File: src/design/vrt_pkg.sv
// Summary of operation
// - m variable base/mask pairs, count reported
// - eleven fixed registers, eight type bytes each
// - base bits 7:0 hold range type
// - base field bits 12 up, 4K aligned
// - mask field bits 12 up, width-derived
// - hit when addr&mask equals base&mask
// - mask bit 11 valid gates matching
// - reserved bit write raises protection fault
// - unselected holes get default type
// - mgmt pair faults when capability absent
// - mgmt writes only inside management mode
// - mgmt base: type, base bits 12-31
// - mgmt mask: valid bit 11, mask 12-31
// - in management mode use mgmt type
// - outside mode, with global enable set: uncacheable, drop writes, fill
// - mgmt range overrides fixed and variable
// - optional feature-control enable gates mgmt access
// - only type codes 0,1,4,5,6 legal
// - overlap: uncacheable wins, through beats back
// - reset clears valid flags and enable
package vrt_pkg;
    // ----------------------------------------
    // register indices
    // ----------------------------------------
    localparam logic [7:0] IDX_CAP = 8'h00;
    localparam logic [7:0] IDX_DEF = 8'h01;
    localparam logic [7:0] IDX_FIX64 = 8'h02;
    localparam logic [7:0] IDX_FIX_LAST = 8'h0C;
    localparam logic [7:0] IDX_MGMT_BASE = 8'h0D;
    localparam logic [7:0] IDX_MGMT_MASK = 8'h0E;
    localparam logic [7:0] IDX_VAR_FIRST = 8'h10;
    // ----------------------------------------
    // fields and sizes
    // ----------------------------------------
    localparam int PA_DEFAULT = 36;
    localparam int NPAIR_DEFAULT = 8;
    localparam int FIX_ENTRIES = 11;
    localparam logic [3:0] FIX16_FIRST = 4'h1;
    localparam logic [3:0] FIX4K_FIRST = 4'h3;
    localparam int VALID_BIT = 11;
    localparam int FIELD_LSB = 12;
    localparam int MGMT_TOP = 32;
    localparam int LOW_MEG_BITS = 20;
    localparam int CAP_FIX_BIT = 8;
    localparam int CAP_WC_BIT = 10;
    localparam int CAP_MGMT_BIT = 11;
    localparam int DEF_FE_BIT = 10;
    localparam int DEF_E_BIT = 11;
    localparam int RESP_LATENCY = 2;
    localparam logic [7:0] FILL_BYTE = 8'hFF;
    // ----------------------------------------
    // memory type codes
    // ----------------------------------------
    localparam logic [7:0] T_UC = 8'h00;
    localparam logic [7:0] T_WC = 8'h01;
    localparam logic [7:0] T_WT = 8'h04;
    localparam logic [7:0] T_WP = 8'h05;
    localparam logic [7:0] T_WB = 8'h06;

    function automatic logic type_ok(input logic [7:0] t);
        return (t == T_UC) || (t == T_WC) || (t == T_WT) || (t == T_WP) || (t == T_WB);
    endfunction
endpackage

File: src/design/vrt_match_if.sv
`timescale 1ns/1ps
interface vrt_match_if #(parameter int PA = 36);
    logic [PA-1:0] addr;
    logic [PA-13:0] base;
    logic [PA-13:0] mask;
    logic valid;
    logic hit;
    modport core (output addr, output base, output mask, output valid, input hit);
    modport matcher (input addr, input base, input mask, input valid, output hit);
endinterface

File: src/design/vrt_range_match.sv
`timescale 1ns/1ps
module vrt_range_match #(
    parameter int PA = 36
) (
    vrt_match_if.matcher port
);
    // a zero mask bit drops out of the compare, so a hole in the mask matches either address value there
    assign port.hit = port.valid && ((port.addr[PA-1:12] & port.mask) == (port.base & port.mask));
endmodule

File: src/design/vrt_fix_mem.sv
`timescale 1ns/1ps
module vrt_fix_mem #(
    parameter int W = 64,
    parameter int DEPTH = 11,
    parameter int AW = 4
) (
    input wire logic clk,
    input wire logic we,
    input wire logic [AW-1:0] waddr,
    input wire logic [W-1:0] wdata,
    input wire logic [AW-1:0] raddr_a,
    output logic [W-1:0] rdata_a,
    input wire logic [AW-1:0] raddr_b,
    output logic [W-1:0] rdata_b
);
    // contents are undefined after reset, software clears them first
    logic [W-1:0] mem [DEPTH];

    always_ff @(posedge clk) begin
        if (we) begin
            mem[waddr] <= wdata;
        end
        rdata_a <= mem[raddr_a];
        rdata_b <= mem[raddr_b];
    end
endmodule

File: src/design/vrt_range_guard.sv
`timescale 1ns/1ps
module vrt_range_guard #(
    parameter int PA = vrt_pkg::PA_DEFAULT,
    parameter int NPAIR = vrt_pkg::NPAIR_DEFAULT,
    parameter bit MGMT_SUPPORTED = 1'b1,
    parameter bit MGMT_NEEDS_FEATURE = 1'b0
) (
    input wire logic clk,
    input wire logic resetn,
    input wire logic reg_req,
    input wire logic reg_write,
    input wire logic [7:0] reg_index,
    input wire logic [63:0] reg_wdata,
    output logic reg_ack,
    output logic reg_fault,
    output logic [63:0] reg_rdata,
    input wire logic mgmt_mode,
    input wire logic mgmt_feature_enable,
    input wire logic acc_valid,
    input wire logic acc_write,
    input wire logic [PA-1:0] acc_addr,
    output logic acc_done,
    output logic [7:0] acc_type,
    output logic acc_drop_write,
    output logic acc_fill_read
);
    localparam int FW = PA - vrt_pkg::FIELD_LSB;
    localparam int MW = vrt_pkg::MGMT_TOP - vrt_pkg::FIELD_LSB;

    typedef struct packed {
        logic [NPAIR-1:0][FW-1:0] vbase;
        logic [NPAIR-1:0][7:0] vtype;
        logic [NPAIR-1:0][FW-1:0] vmask;
        logic [NPAIR-1:0] vvalid;
        logic [MW-1:0] mbase;
        logic [7:0] mtype;
        logic [MW-1:0] mmask;
        logic mvalid;
        logic [7:0] def_type;
        logic fix_en;
        logic glob_en;
        logic r1_valid;
        logic r1_fix;
        logic r1_fault;
        logic [63:0] r1_data;
        logic ack;
        logic fault;
        logic [63:0] rdata;
        logic a1_valid;
        logic a1_write;
        logic a1_fix;
        logic [2:0] a1_byte;
        logic [7:0] a1_type;
        logic a1_guard;
        logic done;
        logic [7:0] atype;
        logic drop;
        logic fill;
    } vrt_state_s;

    vrt_state_s s_q;
    vrt_state_s s_d;
    logic [NPAIR-1:0] hit_c;
    logic [63:0] mem_a;
    logic [63:0] mem_b;
    logic mem_we;
    logic [3:0] fix_raddr;
    logic [3:0] fix_entry_c;
    logic [2:0] fix_byte_c;
    logic is_var_c;
    logic var_is_mask_c;
    logic is_fix_c;
    logic is_mgmt_c;
    logic mgmt_hit_c;
    logic low_meg_c;
    logic [7:0] var_off_c;

    // ----------------------------------------
    // per-pair matchers
    // ----------------------------------------
    for (genvar g = 0; g < NPAIR; g++) begin : g_pair
        vrt_match_if #(.PA(PA)) m_if ();
        assign m_if.addr = acc_addr;
        assign m_if.base = s_q.vbase[g];
        assign m_if.mask = s_q.vmask[g];
        assign m_if.valid = s_q.vvalid[g];
        vrt_range_match #(.PA(PA)) u_match (.port(m_if.matcher));
        assign hit_c[g] = m_if.hit;
    end

    // ----------------------------------------
    // fixed-range storage
    // ----------------------------------------
    assign fix_raddr = 4'(reg_index - vrt_pkg::IDX_FIX64);

    vrt_fix_mem #(.W(64), .DEPTH(vrt_pkg::FIX_ENTRIES), .AW(4)) u_fix (
        .clk(clk),
        .we(mem_we),
        .waddr(fix_raddr),
        .wdata(reg_wdata),
        .raddr_a(fix_raddr),
        .rdata_a(mem_a),
        .raddr_b(fix_entry_c),
        .rdata_b(mem_b)
    );

    // ----------------------------------------
    // address decode
    // ----------------------------------------
    always_comb begin
        // lowest sub-range sits in the lowest byte of each register
        if (!acc_addr[19]) begin
            fix_entry_c = 4'h0;
            fix_byte_c = acc_addr[18:16];
        end else if (!acc_addr[18]) begin
            fix_entry_c = vrt_pkg::FIX16_FIRST + {3'h0, acc_addr[17]};
            fix_byte_c = acc_addr[16:14];
        end else begin
            fix_entry_c = vrt_pkg::FIX4K_FIRST + {1'h0, acc_addr[17:15]};
            fix_byte_c = acc_addr[14:12];
        end
    end

    assign low_meg_c = (acc_addr[PA-1:vrt_pkg::LOW_MEG_BITS] == '0) && s_q.fix_en;
    // the mgmt region lies below 4 GB, so any higher address bit is a miss
    assign mgmt_hit_c = s_q.mvalid && (acc_addr[PA-1:vrt_pkg::MGMT_TOP] == '0)
        && ((acc_addr[vrt_pkg::MGMT_TOP-1:12] & s_q.mmask) == (s_q.mbase & s_q.mmask));
    assign var_off_c = reg_index - vrt_pkg::IDX_VAR_FIRST;
    assign is_var_c = (reg_index >= vrt_pkg::IDX_VAR_FIRST) && (var_off_c < 8'(2 * NPAIR));
    assign var_is_mask_c = var_off_c[0];
    assign is_fix_c = (reg_index >= vrt_pkg::IDX_FIX64) && (reg_index <= vrt_pkg::IDX_FIX_LAST);
    assign is_mgmt_c = (reg_index == vrt_pkg::IDX_MGMT_BASE) || (reg_index == vrt_pkg::IDX_MGMT_MASK);

    // ----------------------------------------
    // next state
    // ----------------------------------------
    always_comb begin
        logic flt;
        logic [63:0] rd;
        logic mg_ok;
        int p;
        logic any_uc;
        logic any_wt;
        logic any_wb;
        logic same;
        logic any_hit;
        logic [7:0] first;
        logic [7:0] vt;
        flt = 1'b0;
        rd = '0;
        p = 0;
        any_uc = 1'b0;
        any_wt = 1'b0;
        any_wb = 1'b0;
        same = 1'b1;
        any_hit = 1'b0;
        first = vrt_pkg::T_UC;
        vt = vrt_pkg::T_UC;
        mem_we = 1'b0;
        s_d = s_q;
        mg_ok = MGMT_SUPPORTED && (!MGMT_NEEDS_FEATURE || mgmt_feature_enable);

        // register access, answered two edges later
        if (is_var_c) begin
            p = int'(var_off_c[7:1]);
            if (!var_is_mask_c) begin
                rd[PA-1:12] = s_q.vbase[p];
                rd[7:0] = s_q.vtype[p];
                flt = (reg_wdata[11:8] != 4'h0) || (reg_wdata[63:PA] != '0) || !vrt_pkg::type_ok(reg_wdata[7:0]);
                if (reg_req && reg_write && !flt) begin
                    s_d.vbase[p] = reg_wdata[PA-1:12];
                    s_d.vtype[p] = reg_wdata[7:0];
                end
            end else begin
                rd[PA-1:12] = s_q.vmask[p];
                rd[vrt_pkg::VALID_BIT] = s_q.vvalid[p];
                flt = (reg_wdata[10:0] != 11'h000) || (reg_wdata[63:PA] != '0);
                if (reg_req && reg_write && !flt) begin
                    s_d.vmask[p] = reg_wdata[PA-1:12];
                    s_d.vvalid[p] = reg_wdata[vrt_pkg::VALID_BIT];
                end
            end
        end else if (is_fix_c) begin
            for (int b = 0; b < 8; b++) begin
                if (!vrt_pkg::type_ok(reg_wdata[8*b +: 8])) begin
                    flt = 1'b1;
                end
            end
            mem_we = reg_req && reg_write && !flt;
        end else if (is_mgmt_c) begin
            if (reg_index == vrt_pkg::IDX_MGMT_BASE) begin
                rd[vrt_pkg::MGMT_TOP-1:12] = s_q.mbase;
                rd[7:0] = s_q.mtype;
                flt = (reg_wdata[63:vrt_pkg::MGMT_TOP] != '0) || (reg_wdata[11:8] != 4'h0)
                    || !vrt_pkg::type_ok(reg_wdata[7:0]);
            end else begin
                rd[vrt_pkg::MGMT_TOP-1:12] = s_q.mmask;
                rd[vrt_pkg::VALID_BIT] = s_q.mvalid;
                flt = (reg_wdata[63:vrt_pkg::MGMT_TOP] != '0) || (reg_wdata[10:0] != 11'h000);
            end
            if (!reg_write) begin
                flt = 1'b0;
            end else if (!mgmt_mode) begin
                flt = 1'b1;
            end
            if (!mg_ok) begin
                flt = 1'b1;
            end
            if (reg_req && reg_write && !flt) begin
                if (reg_index == vrt_pkg::IDX_MGMT_BASE) begin
                    s_d.mbase = reg_wdata[vrt_pkg::MGMT_TOP-1:12];
                    s_d.mtype = reg_wdata[7:0];
                end else begin
                    s_d.mmask = reg_wdata[vrt_pkg::MGMT_TOP-1:12];
                    s_d.mvalid = reg_wdata[vrt_pkg::VALID_BIT];
                end
            end
        end else if (reg_index == vrt_pkg::IDX_CAP) begin
            rd[7:0] = 8'(NPAIR);
            rd[vrt_pkg::CAP_FIX_BIT] = 1'b1;
            rd[vrt_pkg::CAP_WC_BIT] = 1'b1;
            rd[vrt_pkg::CAP_MGMT_BIT] = MGMT_SUPPORTED;
            flt = reg_write;
        end else if (reg_index == vrt_pkg::IDX_DEF) begin
            rd[7:0] = s_q.def_type;
            rd[vrt_pkg::DEF_FE_BIT] = s_q.fix_en;
            rd[vrt_pkg::DEF_E_BIT] = s_q.glob_en;
            flt = (reg_wdata[63:12] != '0) || (reg_wdata[9:8] != 2'h0) || !vrt_pkg::type_ok(reg_wdata[7:0]);
            if (reg_req && reg_write && !flt) begin
                s_d.def_type = reg_wdata[7:0];
                s_d.fix_en = reg_wdata[vrt_pkg::DEF_FE_BIT];
                s_d.glob_en = reg_wdata[vrt_pkg::DEF_E_BIT];
            end
        end else begin
            flt = 1'b1;
        end
        // a read never faults on the reserved-bit checks, only on mgmt access rights or an unused index
        if (!reg_write && !is_mgmt_c && (is_var_c || is_fix_c || reg_index == vrt_pkg::IDX_CAP
            || reg_index == vrt_pkg::IDX_DEF)) begin
            flt = 1'b0;
        end
        s_d.r1_valid = reg_req;
        s_d.r1_fix = is_fix_c && !reg_write;
        s_d.r1_fault = reg_req && flt;
        s_d.r1_data = reg_write ? '0 : rd;
        s_d.ack = s_q.r1_valid;
        s_d.fault = s_q.r1_fault;
        s_d.rdata = (!s_q.r1_valid || s_q.r1_fault) ? '0 : (s_q.r1_fix ? mem_a : s_q.r1_data);

        // variable combine; undefined mixes resolve to uncacheable
        for (int i = 0; i < NPAIR; i++) begin
            if (hit_c[i]) begin
                if (any_hit && s_q.vtype[i] != first) begin
                    same = 1'b0;
                end
                if (!any_hit) begin
                    first = s_q.vtype[i];
                end
                any_hit = 1'b1;
                any_uc = any_uc || (s_q.vtype[i] == vrt_pkg::T_UC);
                any_wt = any_wt || (s_q.vtype[i] == vrt_pkg::T_WT);
                any_wb = any_wb || (s_q.vtype[i] == vrt_pkg::T_WB);
            end
        end
        if (!any_hit) begin
            vt = s_q.def_type;
        end else if (any_uc) begin
            vt = vrt_pkg::T_UC;
        end else if (same) begin
            vt = first;
        end else if (any_wt && any_wb) begin
            vt = vrt_pkg::T_WT;
        end else begin
            vt = vrt_pkg::T_UC;
        end

        // access lookup, stage one
        s_d.a1_valid = acc_valid;
        s_d.a1_write = acc_write;
        s_d.a1_fix = 1'b0;
        s_d.a1_byte = fix_byte_c;
        s_d.a1_guard = 1'b0;
        if (!s_q.glob_en) begin
            s_d.a1_type = vrt_pkg::T_UC;
        end else if (mgmt_hit_c) begin
            s_d.a1_type = mgmt_mode ? s_q.mtype : vrt_pkg::T_UC;
            s_d.a1_guard = !mgmt_mode;
        end else if (low_meg_c) begin
            s_d.a1_type = vrt_pkg::T_UC;
            s_d.a1_fix = 1'b1;
        end else begin
            s_d.a1_type = vt;
        end
        // stage two drives the ports
        s_d.done = s_q.a1_valid;
        s_d.atype = s_q.a1_fix ? mem_b[{s_q.a1_byte, 3'h0} +: 8] : s_q.a1_type;
        s_d.drop = s_q.a1_valid && s_q.a1_guard && s_q.a1_write;
        s_d.fill = s_q.a1_valid && s_q.a1_guard && !s_q.a1_write;
    end

    // ----------------------------------------
    // state register
    // ----------------------------------------
    always_ff @(posedge clk or negedge resetn) begin
        if (!resetn) begin
            s_q <= '0;
        end else begin
            s_q <= s_d;
        end
    end

    assign reg_ack = s_q.ack;
    assign reg_fault = s_q.fault;
    assign reg_rdata = s_q.rdata;
    assign acc_done = s_q.done;
    assign acc_type = s_q.atype;
    assign acc_drop_write = s_q.drop;
    assign acc_fill_read = s_q.fill;

    // ----------------------------------------
    // checks
    // ----------------------------------------
    // same permission term as the next-state logic, visible to the checks
    logic mg_ok_w;
    assign mg_ok_w = MGMT_SUPPORTED && (!MGMT_NEEDS_FEATURE || mgmt_feature_enable);
endmodule

File: config.mk
export PLATFORM = sky130hd
export DESIGN_NAME = vrt_range_guard
export DESIGN_NICKNAME = d
export VERILOG_FILES = /design/src/design/vrt_pkg.sv /design/src/design/vrt_match_if.sv /design/src/design/vrt_range_match.sv /design/src/design/vrt_fix_mem.sv /design/src/design/vrt_range_guard.sv
export SDC_FILE = /design/constraint.sdc
export NUM_CORES = 2
export LEC_CHECK = 0
export BUFFER_PORTS_ARGS = -buffer_cell sky130_fd_sc_hd__buf_2
export CORE_ASPECT_RATIO = 0.5
export CORE_MARGIN = 2
export CORE_UTILIZATION = 50
export CTS_CLUSTER_SIZE = 10
export DETAILED_ROUTE_END_ITERATION = 8
export PLACE_DENSITY = 0.62
export SYNTH_ARGS = -nofsm -noshare
export SYNTH_HDL_FRONTEND = slang
export SYNTH_SLANG_ARGS = --single-unit
File: constraint.sdc
create_clock -name clk -period 9 [get_ports clk]
set_clock_uncertainty 0.05 [all_clocks]
set_input_delay 2.25 -clock clk [delete_from_list [all_inputs] [get_ports clk]]
set_output_delay 2.25 -clock clk [all_outputs]
set_load 0.005 [all_outputs]
==> flow_metrics.py <==
metrics = {
    "clock_tree": {
        "cts_hold_buffers": 0,
        "cts_buffer_depth": 4,
        "cts_setup_buffers": 0,
        "cts-root-buf": "clkbuf_16",
        "cts_tree": "built",
        "htree_levels": 4,
        "numCtsBuffers": 174,
        "cts.sinks": 1477,
        "insertion_delay_ns": 0.82,
        "path_clk_slew_ns": 0.05,
        "cts_resized": 0,
    },
    "yosys": {
        "synth_most_common_cell": "edfxtp_1",
        "synth.cell_area_mm2": 0.0683,
        "synth_area_leaders": "edfxtp_1, dfrtp_1, mux4_2, mux2_2, dfxtp_1",
        "synthTopCellsByCount": "edfxtp_1, dfrtp_1, mux2_2, nand2_1, mux4_2",
        "async_reset_ff_frac": 0.437,
        "yosys.area.top_type": "edfxtp_1",
        "synth_ff_type": "edfxtp_1",
        "syn_avg_cell_area_um2": 13.6,
        "synth_warnings": 0,
        "syn_nets": 5127,
        "synth.yosys.seq_area_share": 0.583,
        "synth_edf_count": 704,
        "yosys_register_bits": 1477,
        "synth_top_area_share": 0.309,
        "synth_cell_types": 87,
        "synthCells": 5008,
    },
    "status": {
        "status": "finished, final reports clean",
    },
    "timing": {
        "timing.fmax_mhz": 148,
        "finalCriticalPeriod_ns": 6.77,
        "tightest_slew_ns": 1.43,
        "finalCritPeriodShare": 0.752,
        "hold_violations": 0,
        "fin_setup_tns_ns": 0,
        "rsz0062_at_grt": "false",
        "slew_viol_final": 0,
        "hold_ws_ns": 0.349,
        "worst_slew_margin_rel": 0.0336,
        "finalSetupViolCount": 0,
    },
    "setup_path": {
        "path_common_cell": "buf_4",
        "cp.required_ns": 9.63,
        "worstPathArrival_ns": 7.40,
        "max_stage_delay_ns": 1.15,
        "path_class": "primary input to flop",
        "path_delay_family": "compound AO/OA/AOI/OAI gates",
        "crit_path_end_kind": "flop",
        "crit_slowest_cell": "a222oi_1",
        "startpoint_type": "primary input",
        "cp_cell_sequence": "buf_2 > xor2_1 > a222oi_1 > inv_2 > nor4_4 > buf_4 > or3_1 > buf_4 > nor3_1 > o32ai_2 > a211oi_1 > a2111oi_0 > a21oi_1 > a2111o_1 > o21ai_1",
        "crit_buf_inv": 4,
        "worstPathMaxFanout": 23,
    },
    "routing": {
        "ant_nets": 0,
        "wl_per_cell_um": 34.4,
        "dr.pass1.iters": 8,
        "drt_iter0_markers": 6599,
        "vias": 47100,
        "drc": 0,
        "totalWireLength_mm": 238,
        "routed_via_density": 6.81,
    },
    "die": {
        "fp.dieW_um": 527,
        "chipHeight_um": 265,
        "fp.dieArea_mm2": 0.140,
        "start_util": 0.506,
        "coreArea_mm2": 0.135,
        "io_pins": 193,
        "num_rows": 95,
    },
    "global_routing": {
        "grt_max_degree": 156,
        "grt-ovfl-total": 0,
        "track_usage": 0.338,
        "antenna_found_initial": 22,
        "grt_pass1_wl_mm": 339,
        "grt_pass1_vias": 45800,
    },
    "layout": {
        "final_area_mm2": 0.0756,
        "syn_to_final_growth_pct": 10.6,
        "register_area_mm2": 0.0398,
        "multi_input_area_mm2": 0.0265,
        "fill_cells": 10900,
        "drive_gt1_frac": 0.241,
        "finalNonFillerCells": 6916,
        "nNetsFinal": 5139,
        "post-route-util": 0.560,
    },
    "place": {
        "dp_hpwl_mm": 155,
        "gp_congestion": 1.01,
        "postPlaceCellArea_mm2": 0.0707,
        "dp.cells": 6638,
        "io_buffers": 179,
    },
    "power_and_ir_drop": {
        "vdd_drop_max_mv": 0.142,
        "power_density_mw_per_mm2": 193,
        "share_comb_of_total_power": 0.073,
        "swShare": 0.238,
        "pwr-share-seq": 0.495,
        "p_leak_nw": 30.6,
        "clockPowerShare": 0.431,
        "p_switching_mw": 3.46,
        "p_int_mw": 11.1,
    },
    "run": {
        "cap_violations": 0,
    },
    "hold_path": {
        "hp-class": "flop to flop",
    },
}
power by group through the flow:
stage	combinational (mW)	sequential [mW]	clock (mW)
final	1.06	7.21	6.28
after global routing	1.12	7.21	6.63
after CTS	1.05	7.21	6.35
after detailed placement	1.04	7.34	0
after global placement	1.03	7.34	0
after floorplan	0.592	7.30	0
cell usage in the layout (no fill, tap or decap), types with 66 or more instances in the layout:
master	synthesis	final
a211oi_1	138	138
a21oi_1	105	104
a22oi_1	179	179
a31oi_1	66	66
buf_2	16	176
buf_4	80	101
clkbuf_1	265	87
clkbuf_16	0	176
dfrtp_1	645	644
dfxtp_1	128	128
edfxtp_1	704	704
mux2_2	409	409
mux2i_1	241	241
mux4_2	273	273
nand2_1	306	292
nor2_1	260	252
o21ai_0	100	99
o22ai_1	185	185
xor2_1	237	237
worst reg2reg max path, stage by stage (launching register included):
cell	delay (ns)
dfrtp_1	0.41
xor2_1	0.15
a222oi_1	1.15
inv_2	0.10
nor4_4	0.26
buf_4	0.30
or3_1	0.52
buf_4	0.27
nor3_1	0.09
o32ai_2	0.37
a211oi_1	0.19
a2111oi_0	0.41
a21oi_1	0.35
a2111o_1	0.47
o21ai_1	0.12
flip-flops by register name, indices dropped and copies added (netlist names):
name and count:
u_fix.mem 704, g_pair.m_if.base 192, g_pair.m_if.mask 192, s_q 173, reg_rdata 64, u_fix.rdata_a 64, u_fix.rdata_b 64, acc_type 8
g_pair.m_if.valid 8, s_d 3, acc_done 1, acc_drop_write 1, acc_fill_read 1, reg_ack 1, reg_fault 1
logic make-up after synthesis:
group | share of synthesized area
compound gates | 0.0900
xor+xnor | 0.0328
fa+ha+maj | 0.000549
buf+inv | 0.0325
flops | 0.583
mux | 0.193
simple gates | 0.0680
per-stage QoR:
step                      setup slack (ns)  power, mW
after global placement                1.60       8.37
after detailed placement              1.60       8.38
after CTS                             2.39       14.6
final                                 2.23       14.6
after floorplan                     0.0924       7.89
after global routing                  1.89       15.0
layout make-up:
cell class | instances | share of cell area
Antenna cell | 7 | 0.000232
Clock buffer | 265 | 0.0630
Clock inverter | 6 | 0.000778
Inverter | 33 | 0.00171
Multi-Input combinational cell | 3039 | 0.351
Sequential cell | 1477 | 0.527
Tap cell | 1794 | 0.0297
Timing Repair Buffer | 295 | 0.0262
worst paths after layout:
check / cells after the start / slack, ns / end / start
max: 15 / 2.23 / s_q[15]$_DFF_PN0_ / acc_addr[19]
min: 0 / 0.35 / acc_done$_DFF_PN0_ / s_d[10]$_DFF_PN0_
max reg2reg: 14 / 3.68 / s_q[15]$_DFF_PN0_ / g_pair[1].m_if.base[7]$_DFFE_PN0P_
min reg2reg: 0 / 0.35 / acc_done$_DFF_PN0_ / s_d[10]$_DFF_PN0_
max in group asynchronous: 2 / 6.04 / s_q[213]$_DFFE_PN0P_ / resetn
min in group asynchronous: 1 / 1.40 / g_pair[4].m_if.base[17]$_DFFE_PN0P_ / resetn
routing by layer:
metal  track usage  up-vias  part of all wire
met2         0.498     2890              0.44
met3        0.0821      426              0.11
li1              -    19300                 -
met1         0.497    24500              0.42
met4         0.100        8             0.031
met5             0        -           0.00023
(Power assumes the default switching activity.)
